==> config.mk <==
export PLATFORM = sky130hd
export DESIGN_NAME = iopc_top
export DESIGN_NICKNAME = d
export VERILOG_FILES = /design/src/rtl/iopc_pkg.sv /design/src/rtl/iopc_pin_drv.sv /design/src/rtl/iopc_top.sv
export SDC_FILE = /design/constraint.sdc
export NUM_CORES = 1
export LEC_CHECK = 0
export ABC_AREA = 1
export BUFFER_PORTS_ARGS = -buffer_cell sky130_fd_sc_hd__buf_4
export CAP_MARGIN = 10
export CELL_PAD_IN_SITES_DETAIL_PLACEMENT = 0
export CELL_PAD_IN_SITES_GLOBAL_PLACEMENT = 1
export CORE_ASPECT_RATIO = 1.75
export CORE_UTILIZATION = 32
export DETAILED_ROUTE_END_ITERATION = 12
export GPL_ROUTABILITY_DRIVEN = 0
export PLACE_DENSITY_LB_ADDON = 0.1
export RECOVER_POWER = 100
export SKIP_CTS_REPAIR_TIMING = 1
export SYNTH_ARGS = -nofsm -noshare
export SYNTH_HDL_FRONTEND = slang
export SYNTH_SLANG_ARGS = --single-unit
==> constraint.sdc <==
create_clock -name sys_clk -period 2.2 [get_ports sys_clk]
set_input_delay 0.55 -clock sys_clk [delete_from_list [all_inputs] [get_ports sys_clk]]
set_output_delay 0.55 -clock sys_clk [all_outputs]
set_load 0.01 [all_outputs]
==> src/rtl/iopc_pkg.sv <==
/*
 Package for the pin configuration and clock output block: field layouts,
 reset values, mode encodings and timing counts.
 Assumes a single 200 MHz system clock domain.
*/
package iopc_pkg;
   // Reference choices accepted by the oscillator
   localparam logic [1:0] IOPC_REF_40M = 2'h0;
   localparam logic [1:0] IOPC_REF_20M = 2'h1;
   localparam logic [1:0] IOPC_REF_4M = 2'h2;
   // Reference frequencies in MHz
   localparam int IOPC_REF_40_MHZ = 40;
   localparam int IOPC_REF_20_MHZ = 20;
   localparam int IOPC_REF_4_MHZ = 4;
   localparam int IOPC_PLL_MULT = 10;
   localparam int IOPC_SYS_DIV = 2;
   // Clock output divider select encodings
   localparam logic [1:0] IOPC_CDIV_1 = 2'h0;
   localparam logic [1:0] IOPC_CDIV_2 = 2'h1;
   localparam logic [1:0] IOPC_CDIV_4 = 2'h2;
   localparam logic [1:0] IOPC_CDIV_10 = 2'h3;
   localparam logic [3:0] IOPC_CDIV_HALF_1 = 4'h0;
   localparam logic [3:0] IOPC_CDIV_HALF_2 = 4'h1;
   localparam logic [3:0] IOPC_CDIV_HALF_4 = 4'h3;
   localparam logic [3:0] IOPC_CDIV_HALF_10 = 4'h9;
   // Start of frame timing, in oscillator periods of the generated clock
   localparam int IOPC_SOF_DELAY_TOSC = 1;
   localparam int IOPC_SOF_HIGH_TOSC = 31;
   localparam logic [4:0] IOPC_SOF_HIGH_CNT = 5'(IOPC_SOF_HIGH_TOSC);
   localparam logic [4:0] IOPC_SOF_DELAY_CNT = 5'(IOPC_SOF_DELAY_TOSC);
   // Pin configuration bit positions
   localparam int IOPC_CFG_SOF_SEL = 0;
   localparam int IOPC_CFG_TX_OD = 1;
   localparam int IOPC_CFG_IRQ_OD = 2;
   localparam int IOPC_CFG_PIN0_IRQ = 3;
   localparam int IOPC_CFG_PIN1_IRQ = 4;
   localparam int IOPC_CFG_STBY_EN = 5;
   localparam logic [5:0] IOPC_CFG_RST = 6'h00;
   // Oscillator control reset values
   localparam logic IOPC_PLL_EN_RST = 1'b0;
   localparam logic IOPC_SYSDIV_RST = 1'b0;
   localparam logic [1:0] IOPC_CDIV_RST = 2'h0;

   // Pin configuration word
   typedef struct packed {
      logic stby_en;     // Pin zero drives transceiver standby
      logic pin1_irq;    // Pin one is rx interrupt
      logic pin0_irq;    // Pin zero is tx interrupt
      logic irq_od;      // Interrupt pins open drain
      logic tx_od;       // CAN tx open drain
      logic sof_sel;     // Shared pin shows start of frame
   } iopc_pin_cfg_s;

   // Oscillator control word
   typedef struct packed {
      logic [1:0] ref_sel;  // Reference kind
      logic pll_en;         // Multiply 4 MHz reference
      logic sys_div2;       // Halve system clock
      logic [1:0] cdiv;     // Clock output divider
   } iopc_osc_cfg_s;

   // Open-drain capable pin drive
   typedef struct packed {
      logic o;
      logic oe;
   } iopc_pin_drv_s;

   // Start of frame sequencer states
   typedef enum logic [2:0] {
      IOPC_SOF_IDLE = 3'b001,
      IOPC_SOF_WAIT = 3'b010,
      IOPC_SOF_HIGH = 3'b100
   } iopc_sof_e;
endpackage

==> src/rtl/iopc_pin_drv.sv <==
/*
 One output stage: push-pull or open drain, from a logical level.
 Assumes the wire level is resolved outside from o and oe.
*/
`timescale 1ns/1ps
module iopc_pin_drv
(
   input wire logic level,           // Wanted pin level
   input wire logic open_drain,      // Open drain when high
   input wire logic active,          // Pin owned as output
   output iopc_pkg::iopc_pin_drv_s drv  // Output and enable
);
   import iopc_pkg::*;
   // Open drain only pulls low; high is released to the pull-up
   always_comb
   begin
      drv.o = level;
      drv.oe = active & (~open_drain | ~level);
      if (open_drain)
      begin
         drv.o = 1'b0;
      end
   end
endmodule // iopc_pin_drv

==> src/rtl/iopc_top.sv <==
/*
 Pin function, output stage and clock output logic of a CAN FD controller.
 Assumes configuration words arrive from logic on sys_clk; can_rx_pin and
 the auxiliary pin inputs come from pins and are synchronised here.
 The oscillator reference is modelled by the osc_tick pulse rate.

*/
`timescale 1ns/1ps
module iopc_top
(
   input wire logic sys_clk,                   // 200 MHz clock
   input wire logic rst,                       // Async reset, high
   input wire iopc_pkg::iopc_pin_cfg_s pin_config_reg,   // Pin function setup
   input wire iopc_pkg::iopc_osc_cfg_s osc_control_reg,  // Oscillator setup
   input wire logic osc_tick,                  // One pulse per reference period
   input wire logic [31:0] controller_irq_reg, // Interrupt flags
   input wire logic [31:0] irq_enable_reg,     // Interrupt enables
   input wire logic tx_irq_flag,               // Tx interrupt flag
   input wire logic tx_irq_enable,             // Tx interrupt enable
   input wire logic rx_irq_flag,               // Rx interrupt flag
   input wire logic rx_irq_enable,             // Rx interrupt enable
   input wire logic can_tx_level,              // Level from protocol engine
   input wire logic can_rx_pin,                // CAN rx pin
   input wire logic xcvr_standby_req,          // Protocol wants standby
   input wire logic [1:0] gpio_dir,            // 1 = input, per aux pin
   input wire logic [1:0] gpio_latch,          // GPIO output latch
   input wire logic aux_io_zero_i,             // Aux pin zero level
   input wire logic aux_io_one_i,              // Aux pin one level
   output logic [1:0] gpio_level,              // Synchronised aux levels
   output logic aux_io_zero_o,                 // Aux pin zero out
   output logic aux_io_zero_oe,                // Aux pin zero enable
   output logic aux_io_one_o,                  // Aux pin one out
   output logic aux_io_one_oe,                 // Aux pin one enable
   output logic irq_n_o,                       // Main interrupt out
   output logic irq_n_oe,                      // Main interrupt enable
   output logic can_tx_pin_o,                  // CAN tx out
   output logic can_tx_pin_oe,                 // CAN tx enable
   output logic clock_out_pin,                 // Clock or frame start
   output logic system_clock_tick,             // System clock rate pulse
   output logic [7:0] system_clock_mhz         // Effective system clock
);
   import iopc_pkg::*;

   logic [1:0] rx_sync_r, rx_sync_nxt;
   logic rx_prev_r, rx_prev_nxt;
   logic [1:0] aux0_sync_r, aux0_sync_nxt;
   logic [1:0] aux1_sync_r, aux1_sync_nxt;
   logic half_r, half_nxt;
   logic [3:0] cdiv_cnt_r, cdiv_cnt_nxt;
   logic clk_out_r, clk_out_nxt;
   logic [3:0] cdiv_half;
   logic sys_tick;
   iopc_sof_e sof_r, sof_nxt;
   logic [4:0] sof_cnt_r, sof_cnt_nxt;
   logic pin_out_r, pin_out_nxt;
   logic irq_main_r, irq_main_nxt;
   logic irq_tx_r, irq_tx_nxt;
   logic irq_rx_r, irq_rx_nxt;
   logic tx_lvl_r, tx_lvl_nxt;
   logic [1:0] aux_lvl_r, aux_lvl_nxt;
   logic [1:0] aux_act_r, aux_act_nxt;
   logic [1:0] aux_od;
   logic [7:0] mhz_r, mhz_nxt;
   iopc_pin_drv_s drv_tx, drv_main, drv_a0, drv_a1;

   // Effective system clock frequency from reference and oscillator setup
   always_comb
   begin
      case (osc_control_reg.ref_sel)
         IOPC_REF_40M: mhz_nxt = 8'(IOPC_REF_40_MHZ);
         IOPC_REF_20M: mhz_nxt = 8'(IOPC_REF_20_MHZ);
         IOPC_REF_4M:
         begin
            mhz_nxt = 8'(IOPC_REF_4_MHZ);
            if (osc_control_reg.pll_en)
            begin
               mhz_nxt = 8'(IOPC_REF_4_MHZ * IOPC_PLL_MULT);
            end
         end
         default: mhz_nxt = 8'(IOPC_REF_40_MHZ);
      endcase
      if (osc_control_reg.sys_div2)
      begin
         mhz_nxt = 8'(int'(mhz_nxt) / IOPC_SYS_DIV);
      end
   end

   // Halving stage: pass every other reference tick
   always_comb
   begin
      half_nxt = half_r;
      if (osc_tick)
      begin
         half_nxt = ~half_r;
      end
      sys_tick = osc_tick & (~osc_control_reg.sys_div2 | half_r);
   end

   // Output divider half period in system ticks, less one
   always_comb
   begin
      case (osc_control_reg.cdiv)
         IOPC_CDIV_1: cdiv_half = IOPC_CDIV_HALF_1;
         IOPC_CDIV_2: cdiv_half = IOPC_CDIV_HALF_2;
         IOPC_CDIV_4: cdiv_half = IOPC_CDIV_HALF_4;
         IOPC_CDIV_10: cdiv_half = IOPC_CDIV_HALF_10;
         default: cdiv_half = IOPC_CDIV_HALF_1;
      endcase
   end

   // Divider toggles the clock output; a tick rate of one gives half rate
   always_comb
   begin
      cdiv_cnt_nxt = cdiv_cnt_r;
      clk_out_nxt = clk_out_r;
      if (sys_tick)
      begin
         if (cdiv_cnt_r >= cdiv_half)
         begin
            cdiv_cnt_nxt = 4'h0;
            clk_out_nxt = ~clk_out_r;
         end
         else
         begin
            cdiv_cnt_nxt = cdiv_cnt_r + 4'h1;
         end
      end
   end

   // Pin input synchronisers; first stage feeds only the second
   always_comb
   begin
      rx_sync_nxt = {rx_sync_r[0], can_rx_pin};
      aux0_sync_nxt = {aux0_sync_r[0], aux_io_zero_i};
      aux1_sync_nxt = {aux1_sync_r[0], aux_io_one_i};
      rx_prev_nxt = rx_sync_r[1];
   end

   // Frame start sequencer counts system ticks, so timing follows the clock
   always_comb
   begin
      sof_nxt = sof_r;
      sof_cnt_nxt = sof_cnt_r;
      case (sof_r)
         IOPC_SOF_IDLE:
         begin
            if (rx_prev_r & ~rx_sync_r[1])
            begin
               sof_nxt = IOPC_SOF_WAIT;
               sof_cnt_nxt = 5'h00;
            end
         end
         IOPC_SOF_WAIT:
         begin
            if (sys_tick)
            begin
               if (sof_cnt_r + 5'h01 >= IOPC_SOF_DELAY_CNT)
               begin
                  sof_nxt = IOPC_SOF_HIGH;
                  sof_cnt_nxt = 5'h00;
               end
               else
               begin
                  sof_cnt_nxt = sof_cnt_r + 5'h01;
               end
            end
         end
         IOPC_SOF_HIGH:
         begin
            if (sys_tick)
            begin
               if (sof_cnt_r + 5'h01 >= IOPC_SOF_HIGH_CNT)
               begin
                  sof_nxt = IOPC_SOF_IDLE;
                  sof_cnt_nxt = 5'h00;
               end
               else
               begin
                  sof_cnt_nxt = sof_cnt_r + 5'h01;
               end
            end
         end
         default:
         begin
            sof_nxt = IOPC_SOF_IDLE;
            sof_cnt_nxt = 5'h00;
         end
      endcase
   end

   // Pin functions and interrupt levels, registered so outputs are clean
   always_comb
   begin
      pin_out_nxt = pin_config_reg.sof_sel ? (sof_r == IOPC_SOF_HIGH) : clk_out_r;
      irq_main_nxt = |(controller_irq_reg & irq_enable_reg);
      irq_tx_nxt = tx_irq_flag & tx_irq_enable;
      irq_rx_nxt = rx_irq_flag & rx_irq_enable;
      tx_lvl_nxt = can_tx_level;
      // Pin zero: standby, tx interrupt or GPIO
      if (pin_config_reg.stby_en)
      begin
         aux_lvl_nxt[0] = xcvr_standby_req;
         aux_act_nxt[0] = 1'b1;
      end
      else if (pin_config_reg.pin0_irq)
      begin
         aux_lvl_nxt[0] = ~irq_tx_nxt;
         aux_act_nxt[0] = 1'b1;
      end
      else
      begin
         aux_lvl_nxt[0] = gpio_latch[0];
         aux_act_nxt[0] = ~gpio_dir[0];
      end
      // Pin one: rx interrupt or GPIO
      if (pin_config_reg.pin1_irq)
      begin
         aux_lvl_nxt[1] = ~irq_rx_nxt;
         aux_act_nxt[1] = 1'b1;
      end
      else
      begin
         aux_lvl_nxt[1] = gpio_latch[1];
         aux_act_nxt[1] = ~gpio_dir[1];
      end
   end

   // Open drain applies to interrupt use; GPIO and standby stay push-pull
   assign aux_od[0] = pin_config_reg.irq_od & pin_config_reg.pin0_irq
      & ~pin_config_reg.stby_en;
   assign aux_od[1] = pin_config_reg.irq_od & pin_config_reg.pin1_irq;

   // State registers
   always_ff @(posedge sys_clk or posedge rst)
   begin
      if (rst)
      begin
         rx_sync_r <= 2'h3;
         rx_prev_r <= 1'b1;
         aux0_sync_r <= 2'h0;
         aux1_sync_r <= 2'h0;
         half_r <= 1'b0;
         cdiv_cnt_r <= 4'h0;
         clk_out_r <= 1'b0;
         sof_r <= IOPC_SOF_IDLE;
         sof_cnt_r <= 5'h00;
         pin_out_r <= 1'b0;
         irq_main_r <= 1'b0;
         irq_tx_r <= 1'b0;
         irq_rx_r <= 1'b0;
         tx_lvl_r <= 1'b1;
         aux_lvl_r <= 2'h3;
         aux_act_r <= 2'h0;
         mhz_r <= 8'h00;
      end
      else
      begin
         rx_sync_r <= rx_sync_nxt;
         rx_prev_r <= rx_prev_nxt;
         aux0_sync_r <= aux0_sync_nxt;
         aux1_sync_r <= aux1_sync_nxt;
         half_r <= half_nxt;
         cdiv_cnt_r <= cdiv_cnt_nxt;
         clk_out_r <= clk_out_nxt;
         sof_r <= sof_nxt;
         sof_cnt_r <= sof_cnt_nxt;
         pin_out_r <= pin_out_nxt;
         irq_main_r <= irq_main_nxt;
         irq_tx_r <= irq_tx_nxt;
         irq_rx_r <= irq_rx_nxt;
         tx_lvl_r <= tx_lvl_nxt;
         aux_lvl_r <= aux_lvl_nxt;
         aux_act_r <= aux_act_nxt;
         mhz_r <= mhz_nxt;
      end
   end

   // Output stages
   iopc_pin_drv u_drv_tx
   (
      .level(tx_lvl_r),
      .open_drain(pin_config_reg.tx_od),
      .active(1'b1),
      .drv(drv_tx)
   );

   iopc_pin_drv u_drv_main
   (
      .level(~irq_main_r),
      .open_drain(pin_config_reg.irq_od),
      .active(1'b1),
      .drv(drv_main)
   );

   iopc_pin_drv u_drv_a0
   (
      .level(aux_lvl_r[0]),
      .open_drain(aux_od[0]),
      .active(aux_act_r[0]),
      .drv(drv_a0)
   );

   iopc_pin_drv u_drv_a1
   (
      .level(aux_lvl_r[1]),
      .open_drain(aux_od[1]),
      .active(aux_act_r[1]),
      .drv(drv_a1)
   );

   assign can_tx_pin_o = drv_tx.o;
   assign can_tx_pin_oe = drv_tx.oe;
   assign irq_n_o = drv_main.o;
   assign irq_n_oe = drv_main.oe;
   assign aux_io_zero_o = drv_a0.o;
   assign aux_io_zero_oe = drv_a0.oe;
   assign aux_io_one_o = drv_a1.o;
   assign aux_io_one_oe = drv_a1.oe;
   // Pin level readable in either direction
   assign gpio_level = {aux1_sync_r[1], aux0_sync_r[1]};
   assign clock_out_pin = pin_out_r;
   assign system_clock_tick = sys_tick;
   assign system_clock_mhz = mhz_r;
endmodule // iopc_top

==> summary.md, run 1 <==
| Metric | Value |
|---|---|
| Status | completed |
| Max-slew headroom | 0.477 |
| Final Hold Fails | 0 |
| H-tree depth | 2 |
| Max Slew Vio Count | 0 |
| Total wire length | about 4.7 mm |
| # nets final | 451 |
| Most Crowded Layer GR | met2 |
| DRT iter0 DRCs | 27 |
| GRT Overall Usage | 0.163 |
| Hpwl dp | ~4.1 mm |
| CP Class | input port to output port |
| Clock tree sinks | 33 |
| Gr ovfl total | 0 |
| Die H | 104 µm |
| Clock tree buffer depth | 2 |
| Compound-Gate Fraction of Synth Area | 0.0830 |
| GR Layer Usage met3 | 0.0287 |
| Number of global-route vias before repair | around 1900 |
| Number of setup violations in the final report | 0 |
| Vias post-DR | around 1900 |
| Row cnt | 36 |
| Met2 GRT Util | 0.306 |
| Critical path, cell by cell | buf_4, inv_1, o21ai_4, inv_1, buf_4 |
| DR vias/cell | 4.45 |
| Syn_area_per_cell | roughly 8 µm² |
| Worst-Skew Late Latency | about 280 ps |
| Sequential area share after synthesis | 0.443 |
| Port Buffers | ~110 |
| Worst Path Max Fanout | 6 |
| Worst path max stage delay | 200 ps |
| Worst Skew | approximately 2.9 ps |
| Post-Synth XOR/XNOR Area | 0.0186 |
| Layout cells sized above 1 | 0.317 |
| Number of antenna-violating nets in the routed design | 0 |
| Root buf cell | clkbuf_8 |
| Leakage | approximately 1.5 nW |
| Core area | about 5600 µm² |
| Initial DRT Pass Iterations | 4 |
| Cell Area, Synth | 1880 µm² |
| Initial antenna violation count | 0 |
| Total Power | between 2 and 2.5 mW |
| Worst Path Buf+Inv | 4 |
| Worst IR Drop VDD | 353 µV |
| DRC Markers | 0 |
| Final min period | 1800 ps |
| CP startpoint kind | input port |
| Pwr dens | about 730 nW/µm² |
| Area growth syn-to-layout | 47.7% |
| CTS tree | done |
| Ys Warns | 0 |
| Crit. End Element | output port |
| Post-synthesis mux area share | 0 |
| Die area | ~6200 µm² |
| Least-Margin Pin Slew | a little under 800 ps |
| Top Ports | between 100 and 150 |
| Routed len/inst | roughly 11 µm |
| Largest net degree at the start of global routing | 34 |
| Critical Path AT | about 1300 ps |
| Clock buffer count from CTS | 5 |
| Adder-cell area share of the yosys netlist | 0.0664 |
| RSZ-0062 raised after global routing | false |
| Final WS setup | slightly above 400 ps |
| Max Clock Freq | around 560 MHz |
| CP delay by family, top | buffers and inverters |
| Post-synthesis register bit count | 33 |
| Post-route setup TNS | 0 ps |
| Hold Path Class | flop to flop |
| Max-cap violations | 0 |
| Dpl ws | 259 ps |
| M1 GR Usage | 0.154 |
| Starting Density | 0.335 |
| Data required, critical path | approximately 1700 ps |
| Largest family of logic cells by synthesized area | simple AND/OR/NAND/NOR gates |
| Synth Instances | ~240 |
| Diode count | 0 |
| Post-synthesis simple-gate area fraction | 0.282 |
| Period utilisation layout | 0.817 |
| Global-route wire length before repair | 7.70 mm |
| Clk pin slew, worst setup/hold paths | roughly 60 ps |
| Final core utilization | 0.494 |
| Die X-Extent | about 60 µm |
| Crit-path slowest cell | o21ai_4 |
| Unique cell type count in the Yosys netlist | 26 |
[state kept, by name, summed over array words and instances, names as in the netlist, 2 cells and up]
name              cells
sof_cnt_r             5
system_clock_mhz      5
cdiv_cnt_r            4
sof_r                 3
aux0_sync_r           2
aux1_sync_r           2
aux_act_r             2
aux_lvl_r             2
rx_sync_r             2
[power by group]
| group | internal, mW | switching, mW |
|---|---|---|
| logic | 0.298 | 0.360 |
| registers | 0.724 | 0.0875 |
| clock network | 0.369 | 0.205 |
| total | 1.39 | 0.652 |
[per-layer routing]
metal  vias to the layer above  routed length (µm)
li1                        970                   -
met1                       847                1640
met2                        65                2700
met5                         -                   0
met4                         0                 175
met3                        13                 200
[path summary, 6_finish.rpt]
| check | start | to | slack (ps) | depth (start not counted) |
|---|---|---|---|---|
| setup / recovery | osc_control_reg[2] | system_clock_tick | 400 | 5 |
| hold / removal | aux0_sync_r[0] | aux0_sync_r[1] | 360 | 0 |
| setup reg to reg | sof_cnt_r[0] | sof_cnt_r[0] | 410 | 9 |
| hold reg to reg | aux0_sync_r[0] | aux0_sync_r[1] | 360 | 0 |
| max in group asynchronous | rst | system_clock_mhz[5] | 1200 | 3 |
| min in group asynchronous | rst | sof_cnt_r[3] | 500 | 3 |
[cell usage in the layout, fill, tap and decap left out, drive strengths merged, types with 4 or more instances in the layout]
cell type	instances
ha	10
dfstp	7
o21ai	15
a21oi	4
nand2	70
nand3	13
inv	40
nand4	18
buf	82
clkbuf	34
dfrtp	26
xor2	4
nor2	17
[synth_stat cells (all sizes together)]
cell type / instances / area share
nand3: 13 / 0.040
o21bai: 1 / 0.0040
a21boi: 1 / 0.0040
a21oi: 4 / 0.019
nand2: 70 / 0.14
a21o: 1 / 0.0040
inv: 40 / 0.080
dfstp: 7 / 0.098
xor2: 4 / 0.019
o21ai: 15 / 0.046
conb: 1 / 0.0020
nand4: 18 / 0.060
dfrtp: 26 / 0.35
buf: 6 / 0.026
ha: 10 / 0.066
or2: 1 / 0.0033
nor2: 17 / 0.035
a31oi: 2 / 0.0066
[logic make-up (layout without fill, tap and decap cells)]
family,count (synthesis),in the layout
AO/OA/AOI/OAI,24,24
XOR/XNOR,4,4
adder cells (fa/ha/maj),10,10
buffers and inverters,46,157
flip-flops,33,33
other,1,3
AND/OR/NAND/NOR,119,119
[cell type report]
type / count / area (µm²)
inverter: 40 / 150
multi-input combinational: 160 / 846
fill: 576 / 2850
tap: 76 / 95.1
sequential: 33 / 835
clock buffer: 7 / 86.3
clock inverter: 1 / 30.0
timing repair buffer: 109 / 741
[per-stage QoR]
| stage | instance area, µm² | cells | hold WS (ps) |
|---|---|---|---|
| finish | 2780 | 426 | 355 |
| global route | 2780 | 426 | 364 |
| CTS | 2870 | 426 | 358 |
| detailed placement | 2760 | 418 | 341 |
| global placement | 2760 | 418 | 335 |
| floorplan | 1890 | 239 | 331 |
[worst register-to-register path, delay by kind of cell, from the launching register on]
| kind | cells | cell delay, ps |
|---|---|---|
| buf+inv | 2 | 250 |
| compound gates | 2 | 290 |
| flops | 1 | 420 |
| fa+ha+maj | 1 | 340 |
| simple gates | 4 | 430 |
(Power assumes the default switching activity.)
==> run 2, diff against run 1 <==
--- a/config.mk
+++ b/config.mk
@@ -11,7 +11,7 @@
 export CELL_PAD_IN_SITES_DETAIL_PLACEMENT = 0
 export CELL_PAD_IN_SITES_GLOBAL_PLACEMENT = 1
 export CORE_ASPECT_RATIO = 1.75
-export CORE_UTILIZATION = 32
+export CORE_UTILIZATION = 27
 export DETAILED_ROUTE_END_ITERATION = 12
 export GPL_ROUTABILITY_DRIVEN = 0
 export PLACE_DENSITY_LB_ADDON = 0.1
==> constraint.sdc (replaced) <==
create_clock -name sys_clk -period 1.5 [get_ports sys_clk]
set_input_delay 0.375 -clock sys_clk [delete_from_list [all_inputs] [get_ports sys_clk]]
set_output_delay 0.375 -clock sys_clk [all_outputs]
set_load 0.01 [all_outputs]
==> summary.md, run 2 (synthesis gave the netlist of run 1 again) <==
| Metric | Value |
|---|---|
| Routed len/inst | 12.1 µm (+9.7%) |
| R2r setup slk | 5 ps (-400 ps) |
| Most common cell after layout, fill and taps aside | buf_4 |
| Number of setup violations in the final report | 0 (unchanged) |
| Max Slew Vio Count | 0 (unchanged) |
| Total wire length | 5.44 mm (+15%) |
| Period utilisation layout | 0.997 |
| H-tree depth | 2 (unchanged) |
| Final Hold Fails | 0 (unchanged) |
| Clock share of power | 0.281 (about the same) |
| Critical Path AT | 1660 ps (+410 ps) |
| DRT iter0 DRCs | 72 (+170%) |
| CTS tree | done |
| Max Clock Freq | 669 MHz |
| GRT Overall Usage | 0.162 (-0.00130) |
| Die X-Extent | 65.2 µm (+8.6%) |
| Die H | 113 µm (+8.7%) |
| Number of antenna-violating nets in the routed design | 0 (unchanged) |
| Die area | 7330 µm² (+18%) |
| Commonest cells after routing, fill and taps aside | buf_4, nand2_1, inv_1 |
| Worst Path Max Fanout | 5 (-1) |
| CP Class | flop to flop |
| Starting Density | 0.284 (-0.0507) |
| Final std cell area, no fill | 3080 µm² (+11%) |
| Post-DP Area | 2880 µm² (+4.4%) |
| Clk pin slew, worst setup/hold paths | 60 ps (about the same) |
| Power share of the combinational group | 0.376 (+0.054) |
| DRC Markers | 0 (unchanged) |
| Global-route wire length before repair | 8.87 mm (+15%) |
| RSZ-0062 raised after global routing | true |
| Clock tree buffer depth | 2 (unchanged) |
| Vias post-DR | 1959 (+3.4%) |
| Gr ovfl total | 0 (unchanged) |
| Area growth syn-to-layout | 63.7% |
| Core area | 6640 µm² (+18%) |
| Pwr dens | 1120 nW/µm² (+53%) |
| Top Ports | 112 (unchanged) |
| Root buf cell | clkbuf_16 |
| Sw power | 1.13 mW (+74%) |
| Area occupied by multi-input gates | 940 µm² (+11%) |
| Worst Skew | 9.58 ps (+6.72 ps) |
| Hold Path Class | input port to flop |
| Crit. End Element | flop |
| Least-Margin Pin Slew | 823 ps (+38.5 ps) |
| Diode count | 0 (unchanged) |
| Clock tree sinks | 33 (unchanged) |
| Initial DRT Pass Iterations | 4 (unchanged) |
| Reg area | 835 µm² (unchanged) |
| Worst-Skew Late Latency | 280 ps (about the same) |
| Final min period | about 1500 ps |
| Status | completed |
| # nets final | 467 (+3.5%) |
| Port Buffers | 108 (unchanged) |
| Data required, critical path | 1670 ps (+20 ps) |
| Fill count | 705 (+22%) |
| Internal Pwr Total | 2.33 mW (+68%) |
| Hpwl dp | 4.57 mm (+12%) |
| Flop pwr share | 0.343 (-0.054) |
| Max-slew headroom | 0.452 (-0.0257) |
| Initial antenna violation count | 0 (unchanged) |
| Final core utilization | 0.465 (-0.0295) |
| Clock buffer count from CTS | 5 (unchanged) |
| Worst IR Drop VDD | 695 µV (+97%) |
| DR vias/cell | 4.37 (-1.7%) |
| Row cnt | 39 (+8.3%) |
| Number of global-route vias before repair | 1965 (+1.1%) |
| Leakage | 1.60 nW (+9.0%) |
| Layout cells sized above 1 | 0.429 (+0.112) |
| Post-route setup TNS | 0 ps (unchanged) |
| CP startpoint kind | flop |
| Total Power | 3.46 mW (+69%) |
| Largest net degree at the start of global routing | 34 (unchanged) |
| Max-cap violations | 0 (unchanged) |
| Sw frac | 0.327 (+0.00773) |
run 2: final timing paths:
path                                        to  cells after the start            from
worst max-delay path                  sof_r[2]                      9    sof_cnt_r[1]
worst min-delay path                  tx_lvl_r                      1    can_tx_level
max in group asynchronous            clk_out_r                      3             rst
worst max register to register        sof_r[2]                      9    sof_cnt_r[1]
min in group asynchronous       aux0_sync_r[1]                      3             rst
worst min register to register  aux0_sync_r[1]                      0  aux0_sync_r[0]
run 2: routing by layer:
metal,global-route usage,up-vias,part of all wire
met1,0.153,887,0.34
met2,0.299,60,0.57
met4,0.0928,0,0.040
li1,-,998,-
met3,0.0447,14,0.047
met5,0,-,0
run 2: metrics by stage:
step / setup slack, ps / hold slack (ps) / instances
floorplan: 32.8 / 331 / 239
global placement: -113 / 333 / 434
detailed placement: -137 / 336 / 434
CTS: -119 / 141 / 442
global route: -49.1 / 198 / 448
finish: 5.23 / 209 / 448
run 2: cell type report:
cell class              count  share of cell area
repair buffers            125               0.298
clock buffers               6              0.0418
inverters                  40              0.0487
clock inverters             2             0.00325
well taps                  82              0.0333
multi-input cells         160               0.305
flip-flops and latches     33               0.271
run 2: critical path, stage by stage, from the launching register on:
cell and delay, ps:
dfrtp_1 410, inv_2 80, ha_4 280, a21oi_2 60, nor2_2 110, nand3_2 140, nand2_4 120, nand3_2 80
nand2_1 60, nand2_1 60
run 2: power by group through the flow:
stage	clock (mW)	sequential, mW	combinational [mW]
after detailed placement	0	1.20	1.22
after floorplan	0	1.18	0.708
after global routing	1.04	1.21	1.46
final	0.974	1.19	1.30
after CTS	1.01	1.19	1.22
after global placement	0	1.20	1.20
==> run 3, diff against run 2 <==
--- a/config.mk
+++ b/config.mk
@@ -19,4 +19,5 @@
 export SKIP_CTS_REPAIR_TIMING = 1
 export SYNTH_ARGS = -nofsm -noshare
 export SYNTH_HDL_FRONTEND = slang
+export SYNTH_HIERARCHICAL = 1
 export SYNTH_SLANG_ARGS = --single-unit
==> summary.md, run 3 <==
| Metric | Value |
|---|---|
| Sequential area share after synthesis | 0.435 (-0.00837) |
| Least-Margin Pin Slew | 828 ps (+5.13 ps) |
| DRC Markers | 0 (unchanged) |
| # nets final | 474 (+1.5%) |
| Worst Skew | 4.50 ps (-5.08 ps) |
| Final Hold Fails | 0 (unchanged) |
| Total Power | 3.37 mW (-2.5%) |
| Leakage | 1.66 nW (+3.5%) |
| Pwr dens | 1080 nW/µm² (-3.4%) |
| Worst IR Drop VDD | 543 µV (-22%) |
| Global-route wire length before repair | 7.93 mm (-11%) |
| Commonest cells after routing, fill and taps aside | buf_4, nand2_1, inv_1 |
| Post-synthesis register bit count | 33 (unchanged) |
| Core area | 6860 µm² (+3.3%) |
| Post-synth top area cell | dfrtp_1 |
| Max-slew headroom | 0.448 (-0.00342) |
| DRT iter0 DRCs | 46 (-36%) |
| Root buf cell | clkbuf_16 |
| Max Slew Vio Count | 0 (unchanged) |
| Final Hold Slack | 212 ps (+3.47 ps) |
| Number of global-route vias before repair | 1935 (-1.5%) |
| Syn_area_per_cell | 7.84 µm² (-1.4%) |
| Routed len/inst | 10.6 µm (-13%) |
| Top cells by count, synth | nand2_1, inv_1, dfrtp_1 |
| Die X-Extent | 65.8 µm (+0.93%) |
| Max-cap violations | 0 (unchanged) |
| Largest net degree at the start of global routing | 34 (unchanged) |
| Top cell type's share of synthesized area | 0.339 (-0.00652) |
| CTS tree | done |
| DR vias/cell | 4.28 (-2.2%) |
| Clock buffer count from CTS | 5 (unchanged) |
| CP Class | flop to flop |
| Diode count | 0 (unchanged) |
| Final std cell area, no fill | 3110 µm² (+0.93%) |
| Post-route setup TNS | 0 ps (unchanged) |
| Final WS setup | 44.8 ps (+39.6 ps) |
| Dpl ws | -187 ps (-49.9 ps) |
| Data required, critical path | 1650 ps (-20 ps) |
| Cell Area, Synth | 1920 µm² (+1.9%) |
| Crit. End Element | flop |
| Starting Density | 0.280 (-0.00383) |
| Period utilisation layout | 0.970 (-0.0264) |
| GRT Overall Usage | 0.139 (-0.0229) |
| Final min period | 1460 ps (-39.6 ps) |
| Area growth syn-to-layout | 62.1% |
| RSZ-0062 raised after global routing | true |
| Post-synth EDFFs | 0 (unchanged) |
| Most common cell after layout, fill and taps aside | buf_4 |
| Initial antenna violation count | 0 (unchanged) |
| Hpwl dp | 4.05 mm (-11%) |
| Ys flop type | dfrtp_1 |
| Worst-Skew Late Latency | 270 ps (about the same) |
| Layout cells sized above 1 | 0.397 (-0.0322) |
| Gr ovfl total | 0 (unchanged) |
| Critical Path AT | 1610 ps (-50 ps) |
| Total wire length | 4.85 mm (-11%) |
| Die area | 7470 µm² (+1.9%) |
| Dominant cells by area after synthesis | dfrtp_1, nand2_1, dfstp_2 |
| Status | completed |
| Row cnt | 40 (+2.6%) |
| Fill count | 709 (+0.57%) |
| Clock tree buffer depth | 2 (unchanged) |
| Number of antenna-violating nets in the routed design | 0 (unchanged) |
| Worst Path Max Fanout | 5 (unchanged) |
| Max Clock Freq | 687 MHz (+2.7%) |
| Number of setup violations in the final report | 0 (unchanged) |
| Dominant cell by count in the synthesized netlist | nand2_1 |
| CP startpoint kind | flop |
| H-tree depth | 2 (unchanged) |
| Port Buffers | 108 (unchanged) |
| FFs w/ async S/R, synth | 1.00 (unchanged) |
| Clk pin slew, worst setup/hold paths | 50 ps (about the same) |
| Post-DP Area | 2890 µm² (+0.35%) |
| Hold Path Class | input port to flop |
| Unique cell type count in the Yosys netlist | 25 (-3.8%) |
| Vias post-DR | 1955 (-0.20%) |
| Die H | 114 µm (+0.94%) |
| Synth Instances | 245 (+3.4%) |
| Initial DRT Pass Iterations | 4 (unchanged) |
| Top Ports | 112 (unchanged) |
| Ys Warns | 6 (+6) |
| Clock tree sinks | 33 (unchanged) |
==> run 3: cell count changes after synthesis, sizes merged, moves of 2 or more <==
| cell | before | now |
|---|---|---|
| xnor2 | 0 | 2 |
| nand4 | 18 | 20 |
| nor2 | 17 | 20 |
| xor2 | 4 | 2 |
| inv | 40 | 46 |
| nand3 | 13 | 9 |
| a21oi | 4 | 7 |
==> run 3: layout make-up <==
cell class,instances,area (µm²),area share
tap,84,105,0.0338
timing repair buffer,123,897,0.288
multi-input combinational,163,952,0.306
sequential,33,837,0.269
clock buffer,8,146,0.0470
inverter,46,175,0.0563
==> run 3: cell families after synthesis <==
group / count (synthesis) / synth area share
AND/OR/NAND/NOR: 121 / 0.293
AO/OA/AOI/OAI: 23 / 0.0697
other: 2 / 0.00391
adder cells (fa/ha/maj): 10 / 0.0651
flip-flops: 33 / 0.435
XOR/XNOR: 4 / 0.0182
buffers and inverters: 52 / 0.115
==> run 3: worst max-delay path: stages (launching register included) <==
cell and delay [ps]:
dfrtp_2 420, inv_4 60, ha_4 280, a21oi_4 50, nor2_4 120, nand3_4 100
buf_4 150, nand4_1 80, o21ai_1 70
==> run 3: path summary, 6_finish.rpt <==
check,endpoint,depth (start not counted),slack (ps),from
worst max-delay path,sof_cnt_r[1],8,40,sof_cnt_r[0]
worst min-delay path,tx_lvl_r,1,210,can_tx_level
worst max register to register,sof_cnt_r[1],8,40,sof_cnt_r[0]
worst min register to register,aux0_sync_r[1],0,350,aux0_sync_r[0]
max in group asynchronous,sof_cnt_r[0],3,580,rst
min in group asynchronous,irq_main_r,3,360,rst
==> run 3: power by group <==
part           leakage, nW  internal [mW]  switching [mW]  total, mW
sequential           0.392           1.05           0.115       1.17
combinational         1.19          0.607           0.598       1.20
clock               0.0712          0.661           0.343       1.00
==> run 3: stage by stage <==
step / cells / util
floorplan: 248 / -
global placement: 444 / 0.421
global route: 457 / 0.454
finish: 457 / 0.454
CTS: 452 / 0.443
detailed placement: 444 / 0.421
==> run 3: per-layer routing <==
layer	routed length, µm	GRT usage	vias up	share of wire
li1	-	-	1011	-
met5	0	0	-	0
met3	386	0.0410	5	0.080
met1	1600	0.131	853	0.33
met2	2780	0.265	86	0.57
met4	86	0.0565	0	0.018
